**src/hw/diag_bank_pkg.sv**
```systemverilog
// constants, types and register map of the motor fault diagnostic bank
// What this block does
// - no back-emf over whole open-loop startup time sets locked rotor flag, drivers off
// - fet drain-source above threshold sets fet short flag, masked during blanking time
// - gate low supply undervoltage sets its flag and disables drivers
// - charge pump low voltage sets its flag and disables drivers
// - main supply overvoltage sets flag, disables drivers and charge pump
// - main supply undervoltage sets flag and disables drivers
// - overcurrent flagged only after sense stays high beyond mask time, drivers off
// - pwm input fault flagged; drivers off or emergency duty per configuration
// - regulator undervoltage threshold chosen by regulator voltage selection
// - checksum error set only when enabled, diag and protect on, and mismatch seen
// - checksum protect mode turns drivers off on checksum error
// - writing 55h to reset command register clears checksum error flag
// - watchdog flag on missed service; drivers off or emergency per action select
// - watchdog flag asserted even when watchdog function is disabled
// - thermal shutdown at level chosen by temperature select, drivers off
// - thermal warning at level chosen by the same temperature select
// - separate bits report raw nvm output all zero and loaded registers all zero
// - speed control error bit set when speed error exceeds target over sixteen
// - startup period bit high during open loop until first back-emf
// - speed fault flag set when speed error seen under accel/decel conditions
// - status bytes show the quantity picked by status select
// - reading low status byte snapshots mid and high bytes
// - mid and high status bytes read zero before any low byte read
// - checksum enable loaded from nvm gates the whole checksum diagnostic
package diag_bank_pkg;

  // ==========================================
  // register map
  localparam logic [11:0] ADDR_FLAGS_A = 12'h201;
  localparam logic [11:0] ADDR_FLAGS_B = 12'h202;
  localparam logic [11:0] ADDR_FLAGS_C = 12'h203;
  localparam logic [11:0] ADDR_FLAGS_D = 12'h204;
  localparam logic [11:0] ADDR_STAT_LOW = 12'h205;
  localparam logic [11:0] ADDR_STAT_MID = 12'h206;
  localparam logic [11:0] ADDR_STAT_HIGH = 12'h207;
  localparam logic [11:0] ADDR_SEED = 12'h208;
  localparam logic [11:0] ADDR_RESET_CMD = 12'h300;
  localparam logic [11:0] ADDR_STAT_SEL = 12'h306;

  // ==========================================
  // command codes and reset values
  localparam logic [7:0] CMD_CLR_WDOG = 8'h00;
  localparam logic [7:0] CMD_CLR_CSUM = 8'h55;
  localparam logic [7:0] CMD_CLR_LATCH = 8'hFF;
  localparam logic [7:0] RST_BYTE = 8'h00;
  localparam logic [3:0] RST_STAT_SEL = 4'h0;
  localparam logic [15:0] RST_STAT_HOLD = 16'h0000;
  localparam int SPEED_ERR_SHIFT = 4;

  // ==========================================
  // timing: ticks of the protection time base
  localparam int CLK_HZ = 20_000_000;
  localparam int TICK_US = 1;
  localparam int TICK_CYCLES = (CLK_HZ / 1_000_000) * TICK_US;

  // ==========================================
  // analog comparator outputs, each a level
  typedef struct packed {
    logic fet_short_raw;
    logic fet_thermal;
    logic gate_low_uv;
    logic pump_low;
    logic main_ov;
    logic main_uv;
    logic oc_raw;
    logic reg_uv_5v;
    logic reg_uv_3v3;
    logic open_conn;
    logic cur_limit;
    logic temp_shut_lo;
    logic temp_shut_hi;
    logic temp_warn_lo;
    logic temp_warn_hi;
    logic high_supply_ov;
    logic pump_ov;
    logic reverse_cur;
  } sense_type;

  // configuration loaded from registers and nvm
  typedef struct packed {
    logic device_en;
    logic [7:0] open_loop_startup_time;
    logic [7:0] fet_short_blanking;
    logic [7:0] overcurrent_mask_time;
    logic pwm_fault_action_sel;
    logic regulator_voltage_sel;
    logic watchdog_en;
    logic watchdog_action_sel;
    logic temperature_level_sel;
    logic checksum_diag_enable;
    logic checksum_protect_enable;
    logic checksum_protect_mode;
    logic [7:0] checksum_seed_value;
  } config_type;

  // driver stage commands
  typedef struct packed {
    logic drivers_off;
    logic pump_off;
    logic emergency_duty;
  } drive_type;

endpackage

```
**src/hw/motor_fault_diag_status_bank.sv**
```systemverilog
// diagnostic flag and status window register bank of the motor controller
`timescale 1ns/10ps
`default_nettype none
module motor_fault_diag_status_bank
  import diag_bank_pkg::*;
#(
  parameter int SPEED_W = 16
) (
  // clock, reset, enable
  input wire logic core_clk_i,
  input wire logic reset_i,
  input wire logic clk_en_i,
  // register port
  input wire logic [11:0] reg_addr_i,
  input wire logic [7:0] reg_wdata_i,
  input wire logic reg_wr_i,
  input wire logic reg_rd_i,
  output logic [7:0] reg_rdata_o,
  // protection inputs
  input wire sense_type sense_i,
  input wire config_type cfg_i,
  input wire logic bemf_seen_i,
  input wire logic startup_active_i,
  input wire logic pwm_fault_i,
  input wire logic watchdog_expired_i,
  input wire logic checksum_mismatch_i,
  input wire logic nvm_all_zero_i,
  input wire logic loaded_all_zero_i,
  input wire logic [SPEED_W-1:0] speed_target_i,
  input wire logic [SPEED_W-1:0] speed_actual_i,
  input wire logic speed_fault_cond_i,
  // status sources, one 24-bit word per selection
  input wire logic [15:0][23:0] status_src_i,
  // driver stage
  output drive_type drive_o
);

  // ==========================================
  // helpers
  function automatic logic [SPEED_W-1:0] abs_diff(input logic [SPEED_W-1:0] a, input logic [SPEED_W-1:0] b);
    abs_diff = (a > b) ? a - b : b - a;
  endfunction

  function automatic logic count_done(input logic [7:0] cnt, input logic [7:0] limit);
    count_done = (cnt >= limit);
  endfunction

  // ==========================================
  // protection time base
  logic [7:0] tick_cnt_r;
  logic tick_r;

  always_ff @(posedge core_clk_i) begin
    if (reset_i) begin
      tick_cnt_r <= 8'h00;
      tick_r <= 1'b0;
    end else if (clk_en_i) begin
      tick_r <= (tick_cnt_r == 8'(TICK_CYCLES - 1));
      if (tick_cnt_r == 8'(TICK_CYCLES - 1)) begin
        tick_cnt_r <= 8'h00;
      end else begin
        tick_cnt_r <= tick_cnt_r + 8'h01;
      end
    end
  end

  // ==========================================
  // locked rotor: whole startup interval without back-emf
  logic [7:0] startup_cnt_r;
  logic locked_rotor_flag_r;
  logic startup_period_bit_r;

  always_ff @(posedge core_clk_i) begin
    if (reset_i) begin
      startup_cnt_r <= 8'h00;
      locked_rotor_flag_r <= 1'b0;
    end else if (clk_en_i) begin
      if (!startup_active_i || bemf_seen_i) begin
        startup_cnt_r <= 8'h00;
      end else if (tick_r && !count_done(startup_cnt_r, cfg_i.open_loop_startup_time)) begin
        startup_cnt_r <= startup_cnt_r + 8'h01;
      end
      if (startup_active_i && !bemf_seen_i && count_done(startup_cnt_r, cfg_i.open_loop_startup_time)) begin
        locked_rotor_flag_r <= 1'b1;
      end else if (reg_wr_i && reg_addr_i == ADDR_RESET_CMD && reg_wdata_i == CMD_CLR_LATCH) begin
        locked_rotor_flag_r <= 1'b0;
      end
    end
  end

  // startup period bit: high until first back-emf
  always_ff @(posedge core_clk_i) begin
    if (reset_i) begin
      startup_period_bit_r <= 1'b0;
    end else if (clk_en_i) begin
      startup_period_bit_r <= startup_active_i && !bemf_seen_i;
    end
  end

  // ==========================================
  // fet short with blanking, overcurrent with mask time
  logic [7:0] blank_cnt_r;
  logic [7:0] oc_cnt_r;
  logic fet_short_flag_r;
  logic overcurrent_flag_r;

  always_ff @(posedge core_clk_i) begin
    if (reset_i) begin
      blank_cnt_r <= 8'h00;
      fet_short_flag_r <= 1'b0;
    end else if (clk_en_i) begin
      if (!sense_i.fet_short_raw) begin
        blank_cnt_r <= 8'h00;
      end else if (tick_r && !count_done(blank_cnt_r, cfg_i.fet_short_blanking)) begin
        blank_cnt_r <= blank_cnt_r + 8'h01;
      end
      // detections inside the blanking interval are ignored
      if (sense_i.fet_short_raw && count_done(blank_cnt_r, cfg_i.fet_short_blanking)) begin
        fet_short_flag_r <= 1'b1;
      end else if (reg_wr_i && reg_addr_i == ADDR_RESET_CMD && reg_wdata_i == CMD_CLR_LATCH) begin
        fet_short_flag_r <= 1'b0;
      end
    end
  end

  always_ff @(posedge core_clk_i) begin
    if (reset_i) begin
      oc_cnt_r <= 8'h00;
      overcurrent_flag_r <= 1'b0;
    end else if (clk_en_i) begin
      if (!sense_i.oc_raw) begin
        oc_cnt_r <= 8'h00;
      end else if (tick_r && oc_cnt_r != 8'hFF) begin
        oc_cnt_r <= oc_cnt_r + 8'h01;
      end
      // strictly longer than the mask time
      if (sense_i.oc_raw && oc_cnt_r > cfg_i.overcurrent_mask_time) begin
        overcurrent_flag_r <= 1'b1;
      end else if (reg_wr_i && reg_addr_i == ADDR_RESET_CMD && reg_wdata_i == CMD_CLR_LATCH) begin
        overcurrent_flag_r <= 1'b0;
      end
    end
  end

  // ==========================================
  // level flags following their comparators
  logic fet_thermal_flag_r;
  logic gate_supply_uv_flag_r;
  logic pump_low_flag_r;
  logic main_supply_ov_flag_r;
  logic main_supply_uv_flag_r;
  logic pwm_input_fault_flag_r;
  logic regulator_uv_flag_r;
  logic open_connector_flag_r;
  logic current_limit_flag_r;
  logic thermal_shutdown_flag_r;
  logic thermal_warning_flag_r;
  logic high_supply_ov_flag_r;
  logic pump_ov_flag_r;
  logic reverse_current_flag_r;
  logic nvm_blank_flag_r;
  logic loaded_regs_blank_flag_r;
  logic speed_control_error_bit_r;
  logic speed_fault_flag_r;
  logic watchdog_timeout_flag_r;

  always_ff @(posedge core_clk_i) begin
    if (reset_i) begin
      fet_thermal_flag_r <= 1'b0;
      gate_supply_uv_flag_r <= 1'b0;
      pump_low_flag_r <= 1'b0;
      main_supply_ov_flag_r <= 1'b0;
      main_supply_uv_flag_r <= 1'b0;
      pwm_input_fault_flag_r <= 1'b0;
      regulator_uv_flag_r <= 1'b0;
      open_connector_flag_r <= 1'b0;
      current_limit_flag_r <= 1'b0;
      thermal_shutdown_flag_r <= 1'b0;
      thermal_warning_flag_r <= 1'b0;
      high_supply_ov_flag_r <= 1'b0;
      pump_ov_flag_r <= 1'b0;
      reverse_current_flag_r <= 1'b0;
    end else if (clk_en_i) begin
      fet_thermal_flag_r <= sense_i.fet_thermal;
      gate_supply_uv_flag_r <= sense_i.gate_low_uv;
      pump_low_flag_r <= sense_i.pump_low;
      main_supply_ov_flag_r <= sense_i.main_ov;
      main_supply_uv_flag_r <= sense_i.main_uv;
      pwm_input_fault_flag_r <= pwm_fault_i;
      regulator_uv_flag_r <= cfg_i.regulator_voltage_sel ? sense_i.reg_uv_3v3 : sense_i.reg_uv_5v;
      open_connector_flag_r <= sense_i.open_conn;
      current_limit_flag_r <= sense_i.cur_limit;
      thermal_shutdown_flag_r <= cfg_i.temperature_level_sel ? sense_i.temp_shut_hi : sense_i.temp_shut_lo;
      thermal_warning_flag_r <= cfg_i.temperature_level_sel ? sense_i.temp_warn_hi : sense_i.temp_warn_lo;
      high_supply_ov_flag_r <= sense_i.high_supply_ov;
      pump_ov_flag_r <= sense_i.pump_ov;
      reverse_current_flag_r <= sense_i.reverse_cur;
    end
  end

  always_ff @(posedge core_clk_i) begin
    if (reset_i) begin
      nvm_blank_flag_r <= 1'b0;
      loaded_regs_blank_flag_r <= 1'b0;
      speed_control_error_bit_r <= 1'b0;
      speed_fault_flag_r <= 1'b0;
    end else if (clk_en_i) begin
      nvm_blank_flag_r <= nvm_all_zero_i;
      loaded_regs_blank_flag_r <= loaded_all_zero_i;
      speed_control_error_bit_r <= abs_diff(speed_target_i, speed_actual_i) >
                                   (speed_target_i >> SPEED_ERR_SHIFT);
      speed_fault_flag_r <= speed_fault_cond_i;
    end
  end

  // ==========================================
  // watchdog: flagged whether or not the function is enabled
  always_ff @(posedge core_clk_i) begin
    if (reset_i) begin
      watchdog_timeout_flag_r <= 1'b0;
    end else if (clk_en_i) begin
      if (watchdog_expired_i) begin
        watchdog_timeout_flag_r <= 1'b1;
      end else if (reg_wr_i && reg_addr_i == ADDR_RESET_CMD && reg_wdata_i == CMD_CLR_WDOG) begin
        watchdog_timeout_flag_r <= 1'b0;
      end
    end
  end

  // ==========================================
  // checksum error, set wins over the clear command
  logic checksum_error_flag_r;

  always_ff @(posedge core_clk_i) begin
    if (reset_i) begin
      checksum_error_flag_r <= 1'b0;
    end else if (clk_en_i) begin
      if (cfg_i.device_en && cfg_i.checksum_diag_enable && cfg_i.checksum_protect_enable &&
          checksum_mismatch_i) begin
        checksum_error_flag_r <= 1'b1;
      end else if (reg_wr_i && reg_addr_i == ADDR_RESET_CMD && reg_wdata_i == CMD_CLR_CSUM) begin
        checksum_error_flag_r <= 1'b0;
      end
    end
  end

  // ==========================================
  // driver stage control
  always_ff @(posedge core_clk_i) begin
    if (reset_i) begin
      drive_o <= '0;
    end else if (clk_en_i) begin
      drive_o.drivers_off <= locked_rotor_flag_r || fet_short_flag_r || gate_supply_uv_flag_r ||
                             pump_low_flag_r || main_supply_ov_flag_r || main_supply_uv_flag_r ||
                             overcurrent_flag_r || thermal_shutdown_flag_r ||
                             (pwm_input_fault_flag_r && !cfg_i.pwm_fault_action_sel) ||
                             (checksum_error_flag_r && cfg_i.checksum_protect_mode) ||
                             (watchdog_timeout_flag_r && cfg_i.watchdog_en && !cfg_i.watchdog_action_sel);
      drive_o.pump_off <= main_supply_ov_flag_r;
      drive_o.emergency_duty <= (pwm_input_fault_flag_r && cfg_i.pwm_fault_action_sel) ||
                                (watchdog_timeout_flag_r && cfg_i.watchdog_en && cfg_i.watchdog_action_sel);
    end
  end

  // ==========================================
  // status window select and snapshot
  logic [3:0] status_select_r;
  logic [15:0] stat_hold_r;
  logic [23:0] status_now;

  assign status_now = status_src_i[status_select_r];

  always_ff @(posedge core_clk_i) begin
    if (reset_i) begin
      status_select_r <= RST_STAT_SEL;
    end else if (clk_en_i && reg_wr_i && reg_addr_i == ADDR_STAT_SEL) begin
      status_select_r <= reg_wdata_i[3:0];
    end
  end

  always_ff @(posedge core_clk_i) begin
    if (reset_i) begin
      stat_hold_r <= RST_STAT_HOLD;
    end else if (clk_en_i && reg_rd_i && reg_addr_i == ADDR_STAT_LOW) begin
      stat_hold_r <= status_now[23:8];
    end
  end

  // ==========================================
  // read path; writes to flag and status addresses have no effect
  logic [7:0] rd_nxt;

  always_comb begin
    rd_nxt = RST_BYTE;
    if (reg_addr_i == ADDR_FLAGS_A) begin
      rd_nxt = {locked_rotor_flag_r, fet_thermal_flag_r, fet_short_flag_r, gate_supply_uv_flag_r,
                pump_low_flag_r, main_supply_ov_flag_r, main_supply_uv_flag_r, overcurrent_flag_r};
    end else if (reg_addr_i == ADDR_FLAGS_B) begin
      rd_nxt = {pwm_input_fault_flag_r, regulator_uv_flag_r, checksum_error_flag_r, open_connector_flag_r,
                current_limit_flag_r, watchdog_timeout_flag_r, thermal_shutdown_flag_r, thermal_warning_flag_r};
    end else if (reg_addr_i == ADDR_FLAGS_C) begin
      rd_nxt = {2'b00, nvm_blank_flag_r, loaded_regs_blank_flag_r, speed_fault_flag_r,
                speed_control_error_bit_r, startup_period_bit_r, high_supply_ov_flag_r};
    end else if (reg_addr_i == ADDR_FLAGS_D) begin
      rd_nxt = {6'b000000, pump_ov_flag_r, reverse_current_flag_r};
    end else if (reg_addr_i == ADDR_STAT_LOW) begin
      rd_nxt = status_now[7:0];
    end else if (reg_addr_i == ADDR_STAT_MID) begin
      rd_nxt = stat_hold_r[7:0];
    end else if (reg_addr_i == ADDR_STAT_HIGH) begin
      rd_nxt = stat_hold_r[15:8];
    end else if (reg_addr_i == ADDR_SEED) begin
      rd_nxt = cfg_i.checksum_seed_value;
    end else if (reg_addr_i == ADDR_STAT_SEL) begin
      rd_nxt = {4'h0, status_select_r};
    end
  end

  // read data stands one cycle after the strobe and only then
  always_ff @(posedge core_clk_i) begin
    if (reset_i) begin
      reg_rdata_o <= RST_BYTE;
    end else if (clk_en_i) begin
      reg_rdata_o <= reg_rd_i ? rd_nxt : RST_BYTE;
    end
  end

endmodule
`default_nettype wire

```
**config.mk**
```make
export PLATFORM = sky130hd
export DESIGN_NAME = motor_fault_diag_status_bank
export DESIGN_NICKNAME = d
export VERILOG_FILES = /design/src/hw/diag_bank_pkg.sv /design/src/hw/motor_fault_diag_status_bank.sv
export SDC_FILE = /design/constraint.sdc
export NUM_CORES = 1
export LEC_CHECK = 0
export BUFFER_PORTS_ARGS = -buffer_cell sky130_fd_sc_hd__buf_2
export CELL_PAD_IN_SITES_DETAIL_PLACEMENT = 1
export CELL_PAD_IN_SITES_GLOBAL_PLACEMENT = 1
export CORE_AREA = 5 5 200 202
export CTS_BUF_LIST = sky130_fd_sc_hd__clkbuf_16
export DETAILED_ROUTE_END_ITERATION = 10
export DIE_AREA = 0 0 205 207
export PLACE_DENSITY = 0.73
export SETUP_SLACK_MARGIN = 0.02
export SLEW_MARGIN = 0
export SYNTH_ARGS = -nofsm -noshare
export SYNTH_HDL_FRONTEND = slang
export SYNTH_SLANG_ARGS = --single-unit
```
**constraint.sdc**
```tcl
create_clock -name core_clk_i -period 3.8 [get_ports core_clk_i]
set_input_delay 0.38 -clock core_clk_i [delete_from_list [all_inputs] [get_ports core_clk_i]]
set_output_delay 0.38 -clock core_clk_i [all_outputs]
set_load 0.01 [all_outputs]
```
# Word-level counts from Yosys, hierarchy flattened
# Cells that the tools add are included.
# op_classes
add_sub_neg,6
magnitude_cmp,6
eq_ne,16
n_mux,31
n_reduce_logical,57
# op_table
op,count
$mux W8,16
$eq A12 B10 Y1 const B,10
$bmux W24 S4,1
$add A8 B1 Y8 const B,4
$sub A16 B16 Y16,2
$logic_and A1 B1 Y1,24
$mux W24,1
$ge A8 B8 Y1,2
$gt A16 B12 Y1,1
$gt A16 B16 Y1,1
$mux W16,1
$reduce_and A2 Y1,8
$logic_or A1 B1 Y1,12
$reduce_bool A2 Y1,6
$mux W1,11
$eq A8 B5 Y1 const B,1
$eq A8 B7 Y1 const B,1
$eq A8 B8 Y1 const B,1
$gt A8 B8 Y1,1
$logic_not A8 Y1,1
$ne A8 B8 Y1 const B,1
$logic_not A1 Y1,6
$lt A4 B5 Y1 const B,1
$mux W4,1
$ne A2 B1 Y1 const B,2
# totals
reg_bits,88
inputBits,508
wordCells,151

# Logic depth before layout (Yosys ltp)
# Gate-level depths: netlist of the first run.
# logic_depth
word_depth,11
ltp_mapped,21
ltp_nobuf,19

# Worst setup path before layout of the first run
# OpenSTA, ideal clock, no wires.
# synth_path
kind,input -> register
start,in speed_target_i[9]
end,reg speed_control_error_bit_r
arrival_ps,3824
slack_ps,-157
cell_stages,20
cell_sequence,inv_1 -> ha_1 -> buf_2 -> nand4_1 -> a211oi_1 -> o21ai_0 -> a21oi_2 -> buf_4 -> buf_2 -> mux2_2 -> ha_1 -> nor2b_1 -> o21a_1 -> o21a_1 -> o21ai_0 -> a21oi_1 -> o21bai_1 -> a21oi_1 -> nor4_2 -> a311oi_1
# synth_via
elab_chain_cells,3
# synth_lines
element,line_no,text
from (decl),motor_fault_diag_status_bank.sv:29,"input wire logic [SPEED_W-1:0] speed_target_i,"
$sub A16 B16 Y16 / $gt A16 B16 Y1 (equally long branches),motor_fault_diag_status_bank.sv:41,abs_diff = (a > b) ? a - b : b - a;
$mux W16,motor_fault_diag_status_bank.sv:41,
$gt A16 B12 Y1 *,motor_fault_diag_status_bank.sv:210,"speed_control_error_bit_r <= abs_diff(speed_target_i, speed_actual_i) >"
to (signal assigned),motor_fault_diag_status_bank.sv:210,
to (decl),motor_fault_diag_status_bank.sv:163,logic speed_control_error_bit_r;
# Every way passes the cells marked *; elsewhere a longest branch is shown, timed or not.
# A chain may end at the register's enable or synchronous reset.

# Worst setup path in the final report of the first run
# layout_path
start,in speed_target_i[0]
end,reg speed_control_error_bit_r
# layout_via
elab_chain_cells,3
# layout_lines
element,line_no
$sub A16 B16 Y16 / $gt A16 B16 Y1 (equally long branches),motor_fault_diag_status_bank.sv:41
$mux W16 *,motor_fault_diag_status_bank.sv:41
$gt A16 B12 Y1 *,motor_fault_diag_status_bank.sv:210
# Marks and branches as above.

==> results of run 1 <==
[cell usage after synthesis, drive strengths merged, types with 4 or more instances]
library cell,count
and2,5
a32oi,7
o21ai,45
nand4,16
nor3,7
and3,8
nand3,26
a21o,15
mux4,120
xor2,22
mux2i,33
a221oi,5
buf,28
o21bai,7
or4,6
ha,71
o21a,6
o2111ai,6
nor2b,9
inv,72
clkbuf,39
o31ai,6
or3,5
a31oi,7
nand2b,9
a222oi,4
and4,4
xnor2,13
dfxtp,88
nor4,7
o211ai,5
a211oi,10
nor2,84
nand2,89
a21oi,79
[worst max-delay path: stages]
cell	delay, ps
buf_2	110
inv_1	50
ha_1	180
inv_1	70
fa_2	360
a211oi_1	220
nor2_1	100
o21ai_2	160
a21oi_4	110
buf_6	150
mux2i_1	120
a31oi_1	180
xnor2_1	140
ha_1	260
a21o_1	190
a21o_1	170
a221oi_1	280
a21oi_1	130
nor4_2	250
a311oi_1	120
[logic make-up (layout without fill, tap and decap cells)]
| kind of cell | count (synthesis) | in the layout | synth area share (%) |
|---|---|---|---|
| xor gates and xnor gates | 35 | 35 | 3.26 |
| AOI/OAI and AO/OA | 219 | 219 | 15.1 |
| and+or+nand+nor | 286 | 286 | 14.5 |
| other | 0 | 18 | 0 |
| adders and majority gates | 73 | 73 | 9.87 |
| muxes | 156 | 156 | 32.6 |
| buffers and inverters | 139 | 698 | 5.94 |
| DFF | 88 | 88 | 18.7 |
[registers in the layout, indices dropped and copies added (netlist names), 3 cells and up]
signal / cells
blank_cnt_r: 8
drive_o: 3
oc_cnt_r: 8
reg_rdata_o: 8
startup_cnt_r: 8
stat_hold_r: 16
status_select_r: 4
tick_cnt_r: 8
[repair_timing]
action / in CTS / in global routing
buffers inserted: 0 / 1
setup endpoints to repair: 0 / 1
gates resized for setup: 0 / 21
[final cells by class]
cell class              instances  area share, %
multi-input cells             769           53.3
diodes                         18          0.333
flip-flops and latches         88           13.1
clock buffers                   9           1.66
clock inverters                 7          0.351
repair buffers                610           24.5
inverters                      72           2.00
well taps                     518           4.79
[layer usage]
layer  track usage [%]  share of wire, %  up-vias
met5                 0              0.26        -
met4              4.76               3.1       24
met3              4.46               6.2      132
met2              48.2                51      443
met1              31.6                39     5342
li1                  -                 -     4910
[power groups by stage]
| stage | registers (mW) | logic, mW | clock network [mW] |
|---|---|---|---|
| after floorplan | 0.971 | 0.483 | 0 |
| after global placement | 0.977 | 1.02 | 0 |
| after detailed placement | 0.977 | 1.04 | 0 |
| after CTS | 0.956 | 1.05 | 0.871 |
| after global routing | 0.958 | 1.16 | 0.902 |
| final | 0.956 | 1.07 | 0.856 |
[metrics by stage]
stage | TNS (ps) | utilization [%]
6_report | 0 | 35.5
5_1_grt | 0 | 35.4
4_1_cts | 0 | 35.0
3_5_place_dp | -296 | 34.3
3_3_place_gp | -189 | 34.3
2_1_floorplan | 0 | -
[worst max-delay path by stage]
| stage | slack (ps) | endpoint | start |
|---|---|---|---|
| global placement | -190 | speed_control_error_bit_r | speed_target_i[9] |
| detailed placement | -300 | speed_control_error_bit_r | speed_target_i[9] |
| floorplan | 30 | speed_control_error_bit_r | speed_target_i[14] |
| global route | 40 | speed_control_error_bit_r | speed_target_i[0] |
| CTS | 60 | speed_control_error_bit_r | speed_target_i[9] |
| finish | 260 | speed_control_error_bit_r | speed_target_i[0] |
==> results_dict.tcl, run 1 <==
set metrics [dict create \
    status "finished, final reports clean" \
    initial_core_util_pct 24.7 \
    fin_crit_sh_pct 93.2 \
    power_mw 2.88 \
    clockBufferDepth 2 \
    totalWireLength_um 57200 \
    reg2reg_slack_ps 910 \
    synth_cell_types 67 \
    worstPathArrival_ps 3730 \
    cts_buffers 9 \
    p_seq_share_pct 33.2 \
    clkTransAtPathRegs_ps 70 \
    rr_startpoint "blank_cnt_r[0]" \
    worst_setup_path_end_kind "register" \
    grt_pass1_wl_um 80400 \
    whs_ps 276 \
    remaining_drc_errors 0 \
    min_period_ps 3540 \
    first_pass_iters 5 \
    io_buffer_count 518 \
    cts-root-buf "clkbuf_16" \
    reg2reg_depth 11 \
    cp_max_fo 5 \
    vdd_ir_drop_max_v 0.000178 \
    multi_input_area_mm2 0.00721 \
    internal-power_mw 1.95 \
    routed-via-count 10900 \
    cts_tree "yes" \
    clk_latency_ps 350 \
    first_global_vias 11600 \
    synth_edf_count 0 \
    placedInstanceArea_mm2 0.0131 \
    die_w_um 205 \
    wl_per_cell_um 27.3 \
    worstHoldStart "sense_i[15]" \
    routabilityCongestion 1.04 \
    whs_path_depth 3 \
    p_comb_share_pct 37.1 \
    fp-row-count 72 \
    relSlewSlack_pct 45.9 \
    ys_ff_latch 88 \
    grt_use_total_pct 26.0 \
    area_delta_synth_final_pct 43.8 \
    nFillCells 4573 \
    ys_warn_count 0 \
    fp.coreArea_mm2 0.0381 \
    hold_violations 0 \
    worst_pin_slew_ps 812 \
    rsz0062_at_grt "false" \
    synth_top_area_share_pct 28.7 \
    setup_viol 0 \
    maxCapViolations 0 \
    clkPwrFrac_pct 29.7 \
    stdcell_count 2091 \
    finClkSkew_ps 11.3 \
    startpoint_type "primary input" \
    crit_type "primary input to register" \
    synthTopCellsByArea "mux4_2 29%, dfxtp_1 19%, ha_1 9.4%, a21oi_1 4.1%, nand2_1 3.6%" \
    cts.sinks 88 \
    whs_endpoint "gate_supply_uv_flag_r" \
    switchingPower_mw 0.929 \
    syn-num-nets 1577 \
    switching_share_pct 32.3 \
    regArea_mm2 0.00177 \
    drtAntennaViolNets 0 \
    overflow 0 \
    mappedNetlistArea_mm2 0.00941 \
    vias_per_cell 5.19 \
    mostFrequentLayoutCells "518 x buf_2, 120 x mux4_2, 89 x nand2_1, 89 x buf_4, 85 x dfxtp_1" \
    drtIter0Drc 806 \
    synth_top_cell_by_area "mux4_2" \
    die_height_um 207 \
    antenna_found_initial 62 \
    dieArea_mm2 0.0424 \
    async_reset_ff_share_pct 0 \
    slew_viol_final 0 \
    placedCellCount 2056 \
    dp_slack_ps -296 \
    hold_buffers 0 \
    final_layout_size_suffix_gt1_share_pct 50.3 \
    finalWorstSetupSlack_ps 258 \
    stdcell_area_mm2 0.0135 \
    synth_flop_cell "dfxtp_1" \
    hold_path.class "primary input to register" \
    htreeDepth 3 \
    syn_inst 996 \
    grt_max_degree 51 \
    synth.avg_cell_area_um2 9.45 \
    ys_seq_area_share_pct 18.7 \
    p_leak_nw 6.02 \
    worstPathRequired_ps 3990 \
    max_freq_mhz 282 \
    final_nets 2131 \
    power.density_mw_per_mm2 213 \
    r2r_end "blank_cnt_r[7]" \
    post-dp-hpwl_um 50700 \
    io_pins 519 \
    final_common_cell "buf_2" \
]
Note: power is estimated with default switching activity, not from simulation.
==> run 2: changes to the inputs <==
--- a/config.mk
+++ b/config.mk
@@ -9,10 +9,10 @@
 export CELL_PAD_IN_SITES_DETAIL_PLACEMENT = 1
 export CELL_PAD_IN_SITES_GLOBAL_PLACEMENT = 1
 export CORE_AREA = 5 5 200 202
-export CTS_BUF_LIST = sky130_fd_sc_hd__clkbuf_16
 export DETAILED_ROUTE_END_ITERATION = 10
 export DIE_AREA = 0 0 205 207
 export PLACE_DENSITY = 0.73
+export RECOVER_POWER = 25
 export SETUP_SLACK_MARGIN = 0.02
 export SLEW_MARGIN = 0
 export SYNTH_ARGS = -nofsm -noshare
==> run 2 against run 1 <==
Effect of this change:
- maximum frequency barely moved
- non-clock buffer count did not move
- via count barely moved
- clock skew barely moved
- global-route usage did not move
- combinational power barely moved
- cell area fell by 0.15%
- sequential share of layout area barely moved
- register-to-register slack barely moved
- clock-buffer cell count rose by 1
- die area did not move
- largest cell class unchanged
==> results_dict.tcl, run 2 (synthesized netlist as in run 1, its figures left out) <==
set metrics [dict create \
    remaining_drc_errors 0 \
    power_mw 2.88 \
    first_pass_iters 5 \
    cpPeakStageDelay_ps 360 \
    mostFrequentLayoutCells "506 x buf_2, 120 x mux4_2, 89 x nand2_1, 89 x buf_4, 85 x dfxtp_1" \
    cp_top_family "compound AO/OA/AOI/OAI gates" \
    clkPwrFrac_pct 29.8 \
    io_buffer_count 518 \
    grt_use_total_pct 26.0 \
    final_layout_size_suffix_gt1_share_pct 49.5 \
    final_util_pct 35.5 \
    wl_per_cell_um 27.4 \
    p_comb_share_pct 37.0 \
    hold_path.class "primary input to register" \
    min_period_ps 3540 \
    cp_slowest_cell "fa_2" \
    routabilityCongestion 1.04 \
    cts.sinks 88 \
    status "finished, final reports clean" \
    worstPathArrival_ps 3730 \
    switchingPower_mw 0.930 \
    first_global_vias 11600 \
    routed-via-count 10900 \
    worst_setup_path_end_kind "register" \
    max_freq_mhz 282 \
    fin_crit_sh_pct 93.2 \
    path_buf_inv 4 \
    largest_reg_flops 16 \
    htreeDepth 3 \
    startpoint "speed_target_i[0]" \
    rsz0062_at_grt "false" \
    crit_type "primary input to register" \
    maxCapViolations 0 \
    clockBufferDepth 2 \
    clkTransAtPathRegs_ps 60 \
    internal-power_mw 1.95 \
    stdcell_area_mm2 0.0135 \
    fp.coreArea_mm2 0.0381 \
    worstHoldStart "sense_i[1]" \
    area_delta_synth_final_pct 43.6 \
    vias_per_cell 5.20 \
    fp-row-count 72 \
    relSlewSlack_pct 43.2 \
    cts_tree "yes" \
    die_w_um 205 \
    clk_latency_ps 350 \
    setup_viol 0 \
    hold_violations 0 \
    grt_pass1_wl_um 80400 \
    cts_buffers 9 \
    io_pins 519 \
    final_nets 2131 \
    vdd_ir_drop_max_v 0.000178 \
    p_leak_nw 5.96 \
    switching_share_pct 32.3 \
    rr_startpoint "blank_cnt_r[0]" \
    drtAntennaViolNets 0 \
    startpoint_type "primary input" \
    final_common_cell "buf_2" \
    p_seq_share_pct 33.2 \
    power.density_mw_per_mm2 213 \
    antenna_found_initial 62 \
    worstPathRequired_ps 3990 \
    post-dp-hpwl_um 50700 \
    totalWireLength_um 57200 \
    worst_pin_slew_ps 851 \
    initial_core_util_pct 24.7 \
    slew_viol_final 0 \
    overflow 0 \
    cp_max_fo 5 \
    worstPathCellList "buf_2 > inv_1 > ha_1 > inv_1 > fa_2 > a211oi_1 > nor2_1 > o21ai_2 > a21oi_4 > buf_6 > mux2i_1 > a31oi_1 > xnor2_1 > ha_1 > a21o_1 > a21o_1 > a221oi_1 > a21oi_1 > nor4_2 > a311oi_1" \
    whs_ps 276 \
    finClkSkew_ps 10.9 \
    drtIter0Drc 799 \
    placedInstanceArea_mm2 0.0131 \
    regMostFlops "stat_hold_r" \
    die_height_um 207 \
    grt_max_degree 51 \
    dieArea_mm2 0.0424 \
    cts-root-buf "clkbuf_16" \
]
run 2: cell type report:
class,count,area (um^2)
fill,4577,24600
multi-input combinational,769,7210
timing repair buffer,610,3300
sequential,88,1770
tap,518,648
inverter,72,270
clock buffer,10,229
clock inverter,6,43.8
antenna,16,40.0
run 2: worst register-to-register path: cells and delay by family, from the launching register on:
family / cells / cell delay, ps
AOI/OAI and AO/OA: 6 / 1210
and+or+nand+nor: 3 / 810
DFF: 1 / 460
adders and majority gates: 1 / 260
buffers and inverters: 1 / 90
run 2: per-layer routing:
metal  wire length [um]  up-vias  track usage [%]
li1                   -     4907                -
met1              22400     5341             31.6
met2              29300      455             48.2
met3               3570      129             4.46
met4               1840       24             4.76
met5                149        -                0
run 2: path summary, 6_finish.rpt:
kind	to	slack (ps)	depth (start not counted)
worst max-delay path	speed_control_error_bit_r	260	20
worst min register to register	stat_hold_r[15]	450	2
worst max register to register	blank_cnt_r[7]	910	11
worst min-delay path	pump_ov_flag_r	280	3
run 2: power by group through the flow:
| stage | clock [mW] | combinational, mW | sequential [mW] |
|---|---|---|---|
| after floorplan | 0 | 0.483 | 0.971 |
| after global placement | 0 | 1.02 | 0.977 |
| after detailed placement | 0 | 1.04 | 0.977 |
| after CTS | 0.873 | 1.05 | 0.956 |
| after global routing | 0.904 | 1.16 | 0.958 |
| final | 0.858 | 1.07 | 0.957 |
run 2: stage by stage:
stage	worst slack, ps	TNS, ps	cells
2_1_floorplan	26.5	0	996
3_3_place_gp	-189	-189	2056
3_5_place_dp	-296	-296	2056
4_1_cts	55.8	0	2072
5_1_grt	40.9	0	2080
6_report	257	0	2089
run 2: timing repair:
action / 4_1_cts / 5_1_grt
hold buffers: 0 / 0
resized for setup: 0 / 21
setup buffers: 0 / 1
setup endpoints to repair: 0 / 1
